==> config.mk <==
export PLATFORM = sky130hd
export DESIGN_NAME = mie_exec
export DESIGN_NICKNAME = d
export VERILOG_FILES = /design/src/include/mie_pkg.sv /design/src/hdl/mie_exec.sv
export SDC_FILE = /design/constraint.sdc
export NUM_CORES = 1
export LEC_CHECK = 0
export BUFFER_PORTS_ARGS = -buffer_cell sky130_fd_sc_hd__buf_2
export CAP_MARGIN = 5
export CORE_UTILIZATION = 35
export DETAILED_ROUTE_END_ITERATION = 8
export PLACE_DENSITY = 0.67
export SLEW_MARGIN = 20
export SYNTH_ARGS = -nofsm -noshare
export SYNTH_HDL_FRONTEND = slang
export SYNTH_SLANG_ARGS = --single-unit
==> constraint.sdc <==
create_clock -name aclk -period 3.6 [get_ports aclk]
set_input_delay 0.18 -clock aclk [delete_from_list [all_inputs] [get_ports aclk]]
set_output_delay 0.18 -clock aclk [all_outputs]
set_load 0.005 [all_outputs]
==> src/include/mie_pkg.sv <==
// Package with constants and types of the misc instruction block
package mie_pkg;

  // ****************************************
  // Register map
  // ****************************************
  localparam logic [3:0] MIE_CTRL_OFFSET   = 4'h0;
  localparam logic [3:0] MIE_STATE_OFFSET  = 4'h4;
  localparam logic [3:0] MIE_IRQ_STS_OFFSET = 4'h8;
  localparam logic [3:0] MIE_IRQ_MSK_OFFSET = 4'hC;
  localparam logic [1:0] MIE_RESP_OKAY     = 2'h0;
  localparam logic [1:0] MIE_RESP_SLVERR   = 2'h2;

  // ****************************************
  // Field positions and reset values
  // ****************************************
  localparam int         MIE_CTRL_ENABLE_BIT = 0;
  localparam logic [0:0] MIE_CTRL_RESET      = 1'h1;
  localparam int         MIE_ST_ACC_LSB      = 0;
  localparam int         MIE_ST_CARRY_BIT    = 4;
  localparam int         MIE_ST_CLKSEL_BIT   = 5;
  localparam int         MIE_ST_OSCEN_BIT    = 6;
  localparam int         MIE_ST_SKIP_BIT     = 7;
  localparam int         MIE_ST_SEN_LSB      = 8;
  localparam int         MIE_ST_PTR_LSB      = 16;
  localparam int         MIE_IRQ_MATCH_BIT   = 0;
  localparam int         MIE_IRQ_CLKSW_BIT   = 1;
  localparam int         MIE_IRQ_WIDTH       = 2;
  localparam logic [1:0] MIE_IRQ_RESET       = 2'h0;
  localparam logic [3:0] MIE_ACC_RESET       = 4'h0;
  localparam logic [11:0] MIE_PTR_RESET      = 12'h000;
  localparam logic [3:0] MIE_SEN_RESET       = 4'h0;

  // Stop release operand bit positions
  localparam int MIE_SEN_PORT_D_BIT = 3;
  localparam int MIE_SEN_PORT_C_BIT = 4;
  localparam int MIE_SEN_PIN_BIT    = 5;
  localparam int MIE_SEN_KEY_BIT    = 7;

  // Decimal adjust limits and offsets
  localparam logic [3:0] MIE_BCD_MAX      = 4'h9;
  localparam logic [3:0] MIE_BCA_CARRY_MAX = 4'h3;
  localparam logic [3:0] MIE_BCA_FIX      = 4'h6;
  localparam logic [3:0] MIE_BCS_MIN      = 4'h6;
  localparam logic [3:0] MIE_BCS_FIX      = 4'hA;

  // ****************************************
  // Timing
  // ****************************************
  localparam int MIE_CLK_MHZ        = 25;
  localparam int MIE_OSC_SETTLE_NS  = 400;
  localparam int MIE_OSC_SETTLE_CYC =
    (MIE_OSC_SETTLE_NS * MIE_CLK_MHZ + 999) / 1000;

  // ****************************************
  // Types
  // ****************************************
  typedef enum logic [4:0] {
    MIE_OP_NONE,
    MIE_OP_SET_STOP_REL,
    MIE_OP_CLOCK_FAST,
    MIE_OP_CLOCK_SLOW,
    MIE_OP_READ_FLAGS_A,
    MIE_OP_READ_FLAGS_B,
    MIE_OP_READ_FLAGS_C,
    MIE_OP_READ_MISC,
    MIE_OP_LOAD_UPPER,
    MIE_OP_LOAD_HIGH,
    MIE_OP_LOAD_LOW,
    MIE_OP_INDEX_CMP,
    MIE_OP_BCA,
    MIE_OP_BCA_RX,
    MIE_OP_BCA_HL,
    MIE_OP_BCA_HL_INC,
    MIE_OP_BCS,
    MIE_OP_BCS_RX,
    MIE_OP_BCS_HL,
    MIE_OP_BCS_HL_INC
  } mie_op_type;

  typedef struct packed {
    mie_op_type  op;
    logic [7:0]  operand;
    logic [3:0]  rx_data;
  } mie_cmd_type;

  typedef struct packed {
    logic        port_d_start_flag;
    logic        summary_start_flag;
    logic        port_c_start_flag;
    logic        backup_mode_flag;
    logic        predivider_start_flag;
    logic        predivider_stage_fifteen;
    logic        timer_one_start_flag;
    logic        pin_start_flag;
    logic        counter_overflow_start_flag;
    logic        timer_two_start_flag;
    logic        key_low_start_flag;
    logic        counter_overflow_flag;
    logic        watchdog_enable_flag;
  } mie_flags_type;

  typedef struct packed {
    logic        mem_we;
    logic        to_index;
    logic [11:0] addr;
    logic [3:0]  data;
  } mie_mem_type;

endpackage

==> src/hdl/mie_exec.sv <==
// Execution unit for misc, index and decimal adjust instructions
`timescale 1ns/1ns
`default_nettype none
// How it works
// - The stop release set takes port D, port C, pin and key enables from operand bits 3, 4, 5 and 7 and ignores bits 6 and 2 to 0.
// - Switching to the fast clock starts the high-speed oscillator first and moves the clock select only afterwards.
// - Switching to the slow clock moves the clock select to the crystal first and then stops the high-speed oscillator.
// - The first flag read writes port D, summary, port C and backup flags as bits 3 to 0 to the result register and the nibble.
// - The second flag read writes predivider start flag, predivider stage fifteen, timer one and pin flags as bits 3 to 0.
// - The third flag read writes counter overflow start flag, a zero, timer two and key low flags as bits 3 to 0.
// - The status read writes zero, counter overflow, watchdog enable and clock select as bits 3 to 0.
// - Each index load copies the addressed nibble into the upper, high or low nibble of the pointer.
// - The index compare sets a skip that turns the next instruction into a no-operation when the low pointer byte equals the immediate.
// - Decimal adjust after add adds six and sets carry above nine without carry, adds six and keeps carry for 0 to 3 with carry, else leaves both.
// - Decimal adjust after subtract adds hex A for 6 to F without carry, else leaves the value, and never changes carry.
// - Memory destination variants write the adjusted value to the result register and to the nibble or pointer location.
// - Auto-increment variants step the pointer by one after storing at the location it addresses.
module mie_exec
  import mie_pkg::*;
#(
  parameter int OSC_SETTLE_CYC = MIE_OSC_SETTLE_CYC
)(
  input  wire logic          aclk,
  input  wire logic          aresetn,
  input  wire logic          ce,
  // Instruction port from the sequencer
  input  wire logic          cmd_valid,
  output logic               cmd_ready,
  input  wire mie_cmd_type   cmd,
  input  wire mie_flags_type flags,
  // Accumulator load from the arithmetic unit
  input  wire logic          acc_load,
  input  wire logic [3:0]    acc_in,
  input  wire logic          carry_in,
  output logic [3:0]         main_result_register,
  output logic               carry_flag,
  output logic [11:0]        table_index_pointer,
  output mie_mem_type        mem,
  output logic               skip_next,
  output logic [3:0]         stop_release_enables,
  output logic               high_speed_oscillator,
  output logic               clock_select_flag,
  input  wire logic          osc_ready_pin,
  // AXI4-Lite slave
  input  wire logic [3:0]    s_axi_awaddr,
  input  wire logic          s_axi_awvalid,
  output logic               s_axi_awready,
  input  wire logic [31:0]   s_axi_wdata,
  input  wire logic [3:0]    s_axi_wstrb,
  input  wire logic          s_axi_wvalid,
  output logic               s_axi_wready,
  output logic [1:0]         s_axi_bresp,
  output logic               s_axi_bvalid,
  input  wire logic          s_axi_bready,
  input  wire logic [3:0]    s_axi_araddr,
  input  wire logic          s_axi_arvalid,
  output logic               s_axi_arready,
  output logic [31:0]        s_axi_rdata,
  output logic [1:0]         s_axi_rresp,
  output logic               s_axi_rvalid,
  input  wire logic          s_axi_rready,
  output logic               irq
);

  // ****************************************
  // Functions
  // ****************************************
  function automatic logic [4:0] adjust(input logic sub,
                                        input logic [3:0] a,
                                        input logic c);
    logic [3:0] r;
    logic       rc;
    r  = a;
    rc = c;
    if (!sub)
    begin
      if (!c && a > MIE_BCD_MAX)
      begin
        r  = a + MIE_BCA_FIX;
        rc = 1'b1;
      end
      else if (c && a <= MIE_BCA_CARRY_MAX)
        r = a + MIE_BCA_FIX;
    end
    else if (!c && a >= MIE_BCS_MIN)
      r = a + MIE_BCS_FIX;
    return {rc, r};
  endfunction

  function automatic logic is_adjust(input mie_op_type op);
    return op >= MIE_OP_BCA;
  endfunction

  // ****************************************
  // Declarations
  // ****************************************
  typedef enum logic [1:0] {
    MIE_CLK_IDLE,
    MIE_CLK_WAIT_OSC,
    MIE_CLK_STOP_OSC
  } mie_clk_state_type;

  mie_clk_state_type clk_state_reg;
  logic [15:0]       settle_cnt_reg;
  logic              osc_meta_reg;
  logic              osc_sync_reg;
  logic [0:0]        ctrl_reg;
  logic [1:0]        irq_sts_reg;
  logic [1:0]        irq_msk_reg;
  logic [1:0]        irq_event;
  logic              take;
  logic              exec;
  logic              sub_op;
  logic [4:0]        adj;
  logic [3:0]        read_val;
  logic              is_read;
  logic              aw_held_reg;
  logic              w_held_reg;
  logic [3:0]        awaddr_reg;
  logic [31:0]       wdata_reg;
  logic [3:0]        wstrb_reg;
  logic              wr_go;

  // ****************************************
  // Command decode
  // ****************************************
  assign cmd_ready = ctrl_reg[MIE_CTRL_ENABLE_BIT]
                     && clk_state_reg == MIE_CLK_IDLE;
  assign take   = ce && cmd_valid && cmd_ready;
  assign exec   = take && !skip_next;
  assign sub_op = cmd.op >= MIE_OP_BCS;
  assign adj    = adjust(sub_op, main_result_register, carry_flag);

  always_comb
  begin
    is_read  = 1'b1;
    read_val = 4'h0;
    case (cmd.op)
      MIE_OP_READ_FLAGS_A:
        read_val = {flags.port_d_start_flag, flags.summary_start_flag,
                    flags.port_c_start_flag, flags.backup_mode_flag};
      MIE_OP_READ_FLAGS_B:
        read_val = {flags.predivider_start_flag,
                    flags.predivider_stage_fifteen,
                    flags.timer_one_start_flag,
                    flags.pin_start_flag};
      MIE_OP_READ_FLAGS_C:
        read_val = {flags.counter_overflow_start_flag, 1'b0,
                    flags.timer_two_start_flag,
                    flags.key_low_start_flag};
      MIE_OP_READ_MISC:
        read_val = {1'b0, flags.counter_overflow_flag,
                    flags.watchdog_enable_flag, clock_select_flag};
      default:
        is_read = 1'b0;
    endcase
  end

  // ****************************************
  // Result register and carry
  // ****************************************
  always_ff @(posedge aclk)
  begin
    if (!aresetn)
    begin
      main_result_register <= MIE_ACC_RESET;
      carry_flag           <= 1'b0;
    end
    else if (ce)
    begin
      if (exec && is_read)
        main_result_register <= read_val;
      else if (exec && is_adjust(cmd.op))
      begin
        main_result_register <= adj[3:0];
        carry_flag           <= adj[4];
      end
      else if (acc_load)
      begin
        main_result_register <= acc_in;
        carry_flag           <= carry_in;
      end
    end
  end

  // ****************************************
  // Memory write
  // ****************************************
  always_ff @(posedge aclk)
  begin
    if (!aresetn)
      mem <= '0;
    else if (ce)
    begin
      mem.mem_we   <= 1'b0;
      mem.to_index <= 1'b0;
      mem.addr     <= table_index_pointer;
      if (exec && is_read)
      begin
        mem.mem_we <= 1'b1;
        mem.data   <= read_val;
      end
      else if (exec && cmd.op inside {MIE_OP_BCA_RX, MIE_OP_BCS_RX})
      begin
        mem.mem_we <= 1'b1;
        mem.data   <= adj[3:0];
      end
      else if (exec && cmd.op inside {MIE_OP_BCA_HL, MIE_OP_BCA_HL_INC,
                                      MIE_OP_BCS_HL, MIE_OP_BCS_HL_INC})
      begin
        mem.mem_we   <= 1'b1;
        mem.to_index <= 1'b1;
        mem.data     <= adj[3:0];
      end
    end
  end

  // ****************************************
  // Table index pointer
  // ****************************************
  always_ff @(posedge aclk)
  begin
    if (!aresetn)
      table_index_pointer <= MIE_PTR_RESET;
    else if (exec)
    begin
      case (cmd.op)
        MIE_OP_LOAD_UPPER: table_index_pointer[11:8] <= cmd.rx_data;
        MIE_OP_LOAD_HIGH:  table_index_pointer[7:4]  <= cmd.rx_data;
        MIE_OP_LOAD_LOW:   table_index_pointer[3:0]  <= cmd.rx_data;
        MIE_OP_BCA_HL_INC, MIE_OP_BCS_HL_INC:
          table_index_pointer <= table_index_pointer + 12'h001;
        default:
          table_index_pointer <= table_index_pointer;
      endcase
    end
  end

  // ****************************************
  // Index compare skip
  // ****************************************
  always_ff @(posedge aclk)
  begin
    if (!aresetn)
      skip_next <= 1'b0;
    else if (take)
      skip_next <= !skip_next && cmd.op == MIE_OP_INDEX_CMP
                   && table_index_pointer[7:0] == cmd.operand;
  end

  // ****************************************
  // Stop release enables
  // ****************************************
  always_ff @(posedge aclk)
  begin
    if (!aresetn)
      stop_release_enables <= MIE_SEN_RESET;
    else if (exec && cmd.op == MIE_OP_SET_STOP_REL)
      stop_release_enables <= {cmd.operand[MIE_SEN_KEY_BIT],
                               cmd.operand[MIE_SEN_PIN_BIT],
                               cmd.operand[MIE_SEN_PORT_C_BIT],
                               cmd.operand[MIE_SEN_PORT_D_BIT]};
  end

  // ****************************************
  // Oscillator ready synchroniser
  // ****************************************
  always_ff @(posedge aclk)
  begin
    if (!aresetn)
    begin
      osc_meta_reg <= 1'b0;
      osc_sync_reg <= 1'b0;
    end
    else if (ce)
    begin
      osc_meta_reg <= osc_ready_pin;
      osc_sync_reg <= osc_meta_reg;
    end
  end

  // ****************************************
  // Clock switch sequencer
  // ****************************************
  always_ff @(posedge aclk)
  begin
    if (!aresetn)
    begin
      clk_state_reg         <= MIE_CLK_IDLE;
      settle_cnt_reg        <= 16'h0000;
      high_speed_oscillator <= 1'b0;
      clock_select_flag     <= 1'b0;
    end
    else if (ce)
    begin
      case (clk_state_reg)
        MIE_CLK_IDLE:
        begin
          settle_cnt_reg <= 16'h0000;
          if (exec && cmd.op == MIE_OP_CLOCK_FAST)
          begin
            high_speed_oscillator <= 1'b1;
            clk_state_reg         <= MIE_CLK_WAIT_OSC;
          end
          else if (exec && cmd.op == MIE_OP_CLOCK_SLOW)
          begin
            clock_select_flag <= 1'b0;
            clk_state_reg     <= MIE_CLK_STOP_OSC;
          end
        end
        MIE_CLK_WAIT_OSC:
        begin
          if (settle_cnt_reg < 16'(OSC_SETTLE_CYC))
            settle_cnt_reg <= settle_cnt_reg + 16'h0001;
          else if (osc_sync_reg)
          begin
            clock_select_flag <= 1'b1;
            clk_state_reg     <= MIE_CLK_IDLE;
          end
        end
        MIE_CLK_STOP_OSC:
        begin
          high_speed_oscillator <= 1'b0;
          clk_state_reg         <= MIE_CLK_IDLE;
        end
        default:
          clk_state_reg <= MIE_CLK_IDLE;
      endcase
    end
  end

  // ****************************************
  // Interrupt events
  // ****************************************
  assign irq_event[MIE_IRQ_MATCH_BIT] = take && !skip_next
    && cmd.op == MIE_OP_INDEX_CMP
    && table_index_pointer[7:0] == cmd.operand;
  assign irq_event[MIE_IRQ_CLKSW_BIT] = ce
    && ((clk_state_reg == MIE_CLK_WAIT_OSC && osc_sync_reg
         && settle_cnt_reg >= 16'(OSC_SETTLE_CYC))
        || clk_state_reg == MIE_CLK_STOP_OSC);
  assign irq = |(irq_sts_reg & irq_msk_reg);

  // ****************************************
  // AXI4-Lite write path
  // ****************************************
  assign s_axi_awready = !aw_held_reg && !s_axi_bvalid;
  assign s_axi_wready  = !w_held_reg && !s_axi_bvalid;
  assign wr_go         = aw_held_reg && w_held_reg && !s_axi_bvalid;

  always_ff @(posedge aclk)
  begin
    if (!aresetn)
    begin
      aw_held_reg  <= 1'b0;
      w_held_reg   <= 1'b0;
      awaddr_reg   <= 4'h0;
      wdata_reg    <= 32'h0000_0000;
      wstrb_reg    <= 4'h0;
      s_axi_bvalid <= 1'b0;
      s_axi_bresp  <= MIE_RESP_OKAY;
    end
    else if (ce)
    begin
      if (s_axi_awvalid && s_axi_awready)
      begin
        aw_held_reg <= 1'b1;
        awaddr_reg  <= s_axi_awaddr;
      end
      if (s_axi_wvalid && s_axi_wready)
      begin
        w_held_reg <= 1'b1;
        wdata_reg  <= s_axi_wdata;
        wstrb_reg  <= s_axi_wstrb;
      end
      if (wr_go)
      begin
        aw_held_reg  <= 1'b0;
        w_held_reg   <= 1'b0;
        s_axi_bvalid <= 1'b1;
        s_axi_bresp  <= (awaddr_reg[1:0] == 2'h0)
                        ? MIE_RESP_OKAY : MIE_RESP_SLVERR;
      end
      else if (s_axi_bready)
        s_axi_bvalid <= 1'b0;
    end
  end

  // ****************************************
  // Control, mask and status registers
  // ****************************************
  always_ff @(posedge aclk)
  begin
    if (!aresetn)
    begin
      ctrl_reg    <= MIE_CTRL_RESET;
      irq_msk_reg <= MIE_IRQ_RESET;
      irq_sts_reg <= MIE_IRQ_RESET;
    end
    else if (ce)
    begin
      if (wr_go && wstrb_reg[0] && awaddr_reg == MIE_CTRL_OFFSET)
        ctrl_reg <= wdata_reg[0:0];
      if (wr_go && wstrb_reg[0] && awaddr_reg == MIE_IRQ_MSK_OFFSET)
        irq_msk_reg <= wdata_reg[MIE_IRQ_WIDTH-1:0];
      if (wr_go && wstrb_reg[0] && awaddr_reg == MIE_IRQ_STS_OFFSET)
        irq_sts_reg <= (irq_sts_reg & ~wdata_reg[MIE_IRQ_WIDTH-1:0])
                       | irq_event;
      else
        irq_sts_reg <= irq_sts_reg | irq_event;
    end
  end

  // ****************************************
  // AXI4-Lite read path
  // ****************************************
  assign s_axi_arready = !s_axi_rvalid;

  always_ff @(posedge aclk)
  begin
    if (!aresetn)
    begin
      s_axi_rvalid <= 1'b0;
      s_axi_rdata  <= 32'h0000_0000;
      s_axi_rresp  <= MIE_RESP_OKAY;
    end
    else if (ce)
    begin
      if (s_axi_arvalid && s_axi_arready)
      begin
        s_axi_rvalid <= 1'b1;
        s_axi_rresp  <= MIE_RESP_OKAY;
        s_axi_rdata  <= 32'h0000_0000;
        case (s_axi_araddr)
          MIE_CTRL_OFFSET:
            s_axi_rdata[0] <= ctrl_reg[0];
          MIE_STATE_OFFSET:
          begin
            s_axi_rdata[MIE_ST_ACC_LSB+:4]   <= main_result_register;
            s_axi_rdata[MIE_ST_CARRY_BIT]    <= carry_flag;
            s_axi_rdata[MIE_ST_CLKSEL_BIT]   <= clock_select_flag;
            s_axi_rdata[MIE_ST_OSCEN_BIT]    <= high_speed_oscillator;
            s_axi_rdata[MIE_ST_SKIP_BIT]     <= skip_next;
            s_axi_rdata[MIE_ST_SEN_LSB+:4]   <= stop_release_enables;
            s_axi_rdata[MIE_ST_PTR_LSB+:12]  <= table_index_pointer;
          end
          MIE_IRQ_STS_OFFSET:
            s_axi_rdata[MIE_IRQ_WIDTH-1:0] <= irq_sts_reg;
          MIE_IRQ_MSK_OFFSET:
            s_axi_rdata[MIE_IRQ_WIDTH-1:0] <= irq_msk_reg;
          default:
            s_axi_rresp <= MIE_RESP_SLVERR;
        endcase
      end
      else if (s_axi_rready)
        s_axi_rvalid <= 1'b0;
    end
  end

endmodule
`default_nettype wire

==> impl_results.md <==
* Status: finished, final reports clean
* Cell leakage power at 2.56 nW
* CTS tree: built
* First-pass GRT wire length at 22300 um
* Worst Path Max Fanout at 12
* CTS H-tree depth at 3
* Crit end category: register
* FMAX at 0.474 GHz
* Starting DRT DRC Count at 216
* Area of the multi-input gates at 0.00267 mm2
* EDFF count, synth at 0
* Synthesized area per cell at 8.58 um2
* WL per Instance at 16.0 um
* Ant diodes at 0
* Critical path type: register to register
* Post-synthesis sequential area ratio at 0.413
* Max Cap Viol at 0
* Die W at 122 um
* P&R area growth vs syn at 19.2%
* DRC at 0
* GPL Wtd Cong at 0.811
* VDD IR-drop max at 220 uV
* Slew Viols, Final at 0
* Worst hold path class: input pin to register
* CTS buffer count at 9
* Max FFs per register at 24
* Asr flop ratio synth at 0
* Via count at 4664
* Slew @ Worst Pin at 0.936 ns
* Vias/cell at 5.32
* Final Hold Fails at 0
* Minimum clock period at 2.11 ns
* Filler cells at 1430
* Syn Inst Count at 587
* Ys Warns at 0
* Final TNS setup at 0 ns
* Layout Nets at 786
* Final worst-path cycle share at 0.586
* Post-detail-place hpwl at 10100 um
* Vias in the first global route at 4189
* Critical path arrival at 2.33 ns
* Largest net degree at the start of global routing at 45
* Root buf cell: clkbuf_16
* Slew headroom at 0.368
* Flops & latches, synth at 104
* Clock Sinks at 104
* CTS Hold Bufs at 0
* Clk buf depth at 2
* Worst-path clk slew at 0.08 ns
* Skew-Pair Late Insertion Delay at 0.34 ns
* Number of I/O pins at 175
* Startpoint Class: register
* Die area at 0.0149 mm2
* Commonest non-fill, non-tap cell in the layout: buf_2
* Setup Buffers After CTS at 0
* Die Y at 122 um
* GRT overflow at 0
* Setup violators final at 0
* Synthesized area at 0.00504 mm2
* Gr usage total at 0.191
* Fin Clk Skew at 0.00815 ns
* ANT nets after route at 0
* Core area at 0.0139 mm2
* Most frequent cells in the layout: buf_2, dfxtp_1, nor2_1, nand2_1, a21oi_1
* Antenna violations before repair at 1
* Routed WL at 14000 um
* Placed Instances at 860
* Synth unique cells at 68
* Final non-filler cell total at 876
* Pwr/cell area at 393 mW/mm2
* Post-synth top flop: dfxtp_1
* Starting Density at 0.361
* Req. time, crit path at 3.82 ns
* # resized after CTS at 0
* Row Count at 43
* RSZ-0062 raised after global routing: false
* Buffers on Ports at 131
* Storage cell area at 0.00208 mm2
* Share of layout cells above drive strength 1 at 0.247
* Detailed Routing Iterations Pass 1 at 5
## metrics by stage
stage / hold slack, ns / area, um2 / util / worst slack (ns) / power (mW)
after floorplan: 0.319 / 5070 / - / 1.69 / 1.38
after detailed placement: 0.413 / 5730 / 0.411 / 1.51 / 1.46
after global placement: 0.417 / 5730 / 0.411 / 1.53 / 1.45
final: 0.0773 / 6010 / 0.431 / 1.49 / 2.36
after global routing: 0.0707 / 6010 / 0.431 / 1.32 / 2.46
after CTS: 0.0643 / 6010 / 0.431 / 1.56 / 2.39
## critical path, cell delays in order (launching register included)
cell and delay [ns]:
dfxtp_1 0.56, inv_1 0.14, ha_1 0.36, or2_2 0.13, o21ai_0 0.08, a221o_1 0.38
o211ai_1 0.23, a21oi_1 0.10
## area by class of cell
class | count | area share
clock buffer | 10 | 0.0381
clock inverter | 6 | 0.00854
inverter | 17 | 0.0106
multi-input combinational | 424 | 0.444
sequential | 104 | 0.347
tap | 180 | 0.0375
timing repair buffer | 135 | 0.114
## per-layer routing
layer / vias up / part of all wire / track usage
met2: 183 / 0.45 / 0.305
met5: - / 0 / 0
li1: 2306 / - / -
met1: 2159 / 0.46 / 0.258
met3: 16 / 0.074 / 0.0440
met4: 0 / 0.014 / 0.0502
## path summary, 6_finish.rpt
path	startpoint	to	slack [ns]	depth (start not counted)
setup / recovery	main_result_register[1]	mem[2]	1.49	7
hold / removal	osc_ready_pin	osc_meta_reg	0.08	3
setup reg to reg	main_result_register[1]	mem[2]	1.49	7
hold reg to reg	settle_cnt_reg[6]	settle_cnt_reg[6]	0.44	2
## synthesized netlist by cell type, types with 4 or more instances
master	n	area, um2
o21a_1	5	37.5
or2_2	5	31.3
o21ai_0	16	80.1
a21oi_1	33	165
mux2i_1	29	290
inv_1	17	63.8
and3_1	8	50.1
o221a_2	4	45.0
a211oi_1	6	45.0
nand4_1	9	56.3
nor3_1	6	30.0
xnor2_1	11	96.3
ha_1	5	62.6
dfxtp_1	104	2080
nand2b_1	8	50.1
a22oi_1	25	188
clkbuf_1	28	105
buf_4	11	82.6
and2_1	4	25.0
nand3_1	13	65.1
or3_1	4	25.0
nor2_1	96	360
a31oi_1	16	100
nor4_1	4	25.0
nand3b_1	5	37.5
nand2_1	35	131
buf_2	6	30.0
nor2b_1	5	31.3
## cell families (layout without fill, tap and decap cells)
family,Yosys count,in the layout,share of synthesized area
compound gates,147,147,0.205
xor+xnor,11,11,0.0191
simple gates,217,217,0.209
other cells,1,10,0.000744
mux,34,34,0.0755
flops,104,104,0.413
fa+ha+maj,5,5,0.0124
buf+inv,68,168,0.0648
## power by group
| group | internal (mW) | total (mW) | switching [mW] | leakage, nW |
|---|---|---|---|---|
| logic | 0.0997 | 0.237 | 0.137 | 1.58 |
| registers | 1.17 | 1.19 | 0.0259 | 0.841 |
| clock network | 0.481 | 0.932 | 0.451 | 0.134 |
Power figures use the tool's default switching activity.
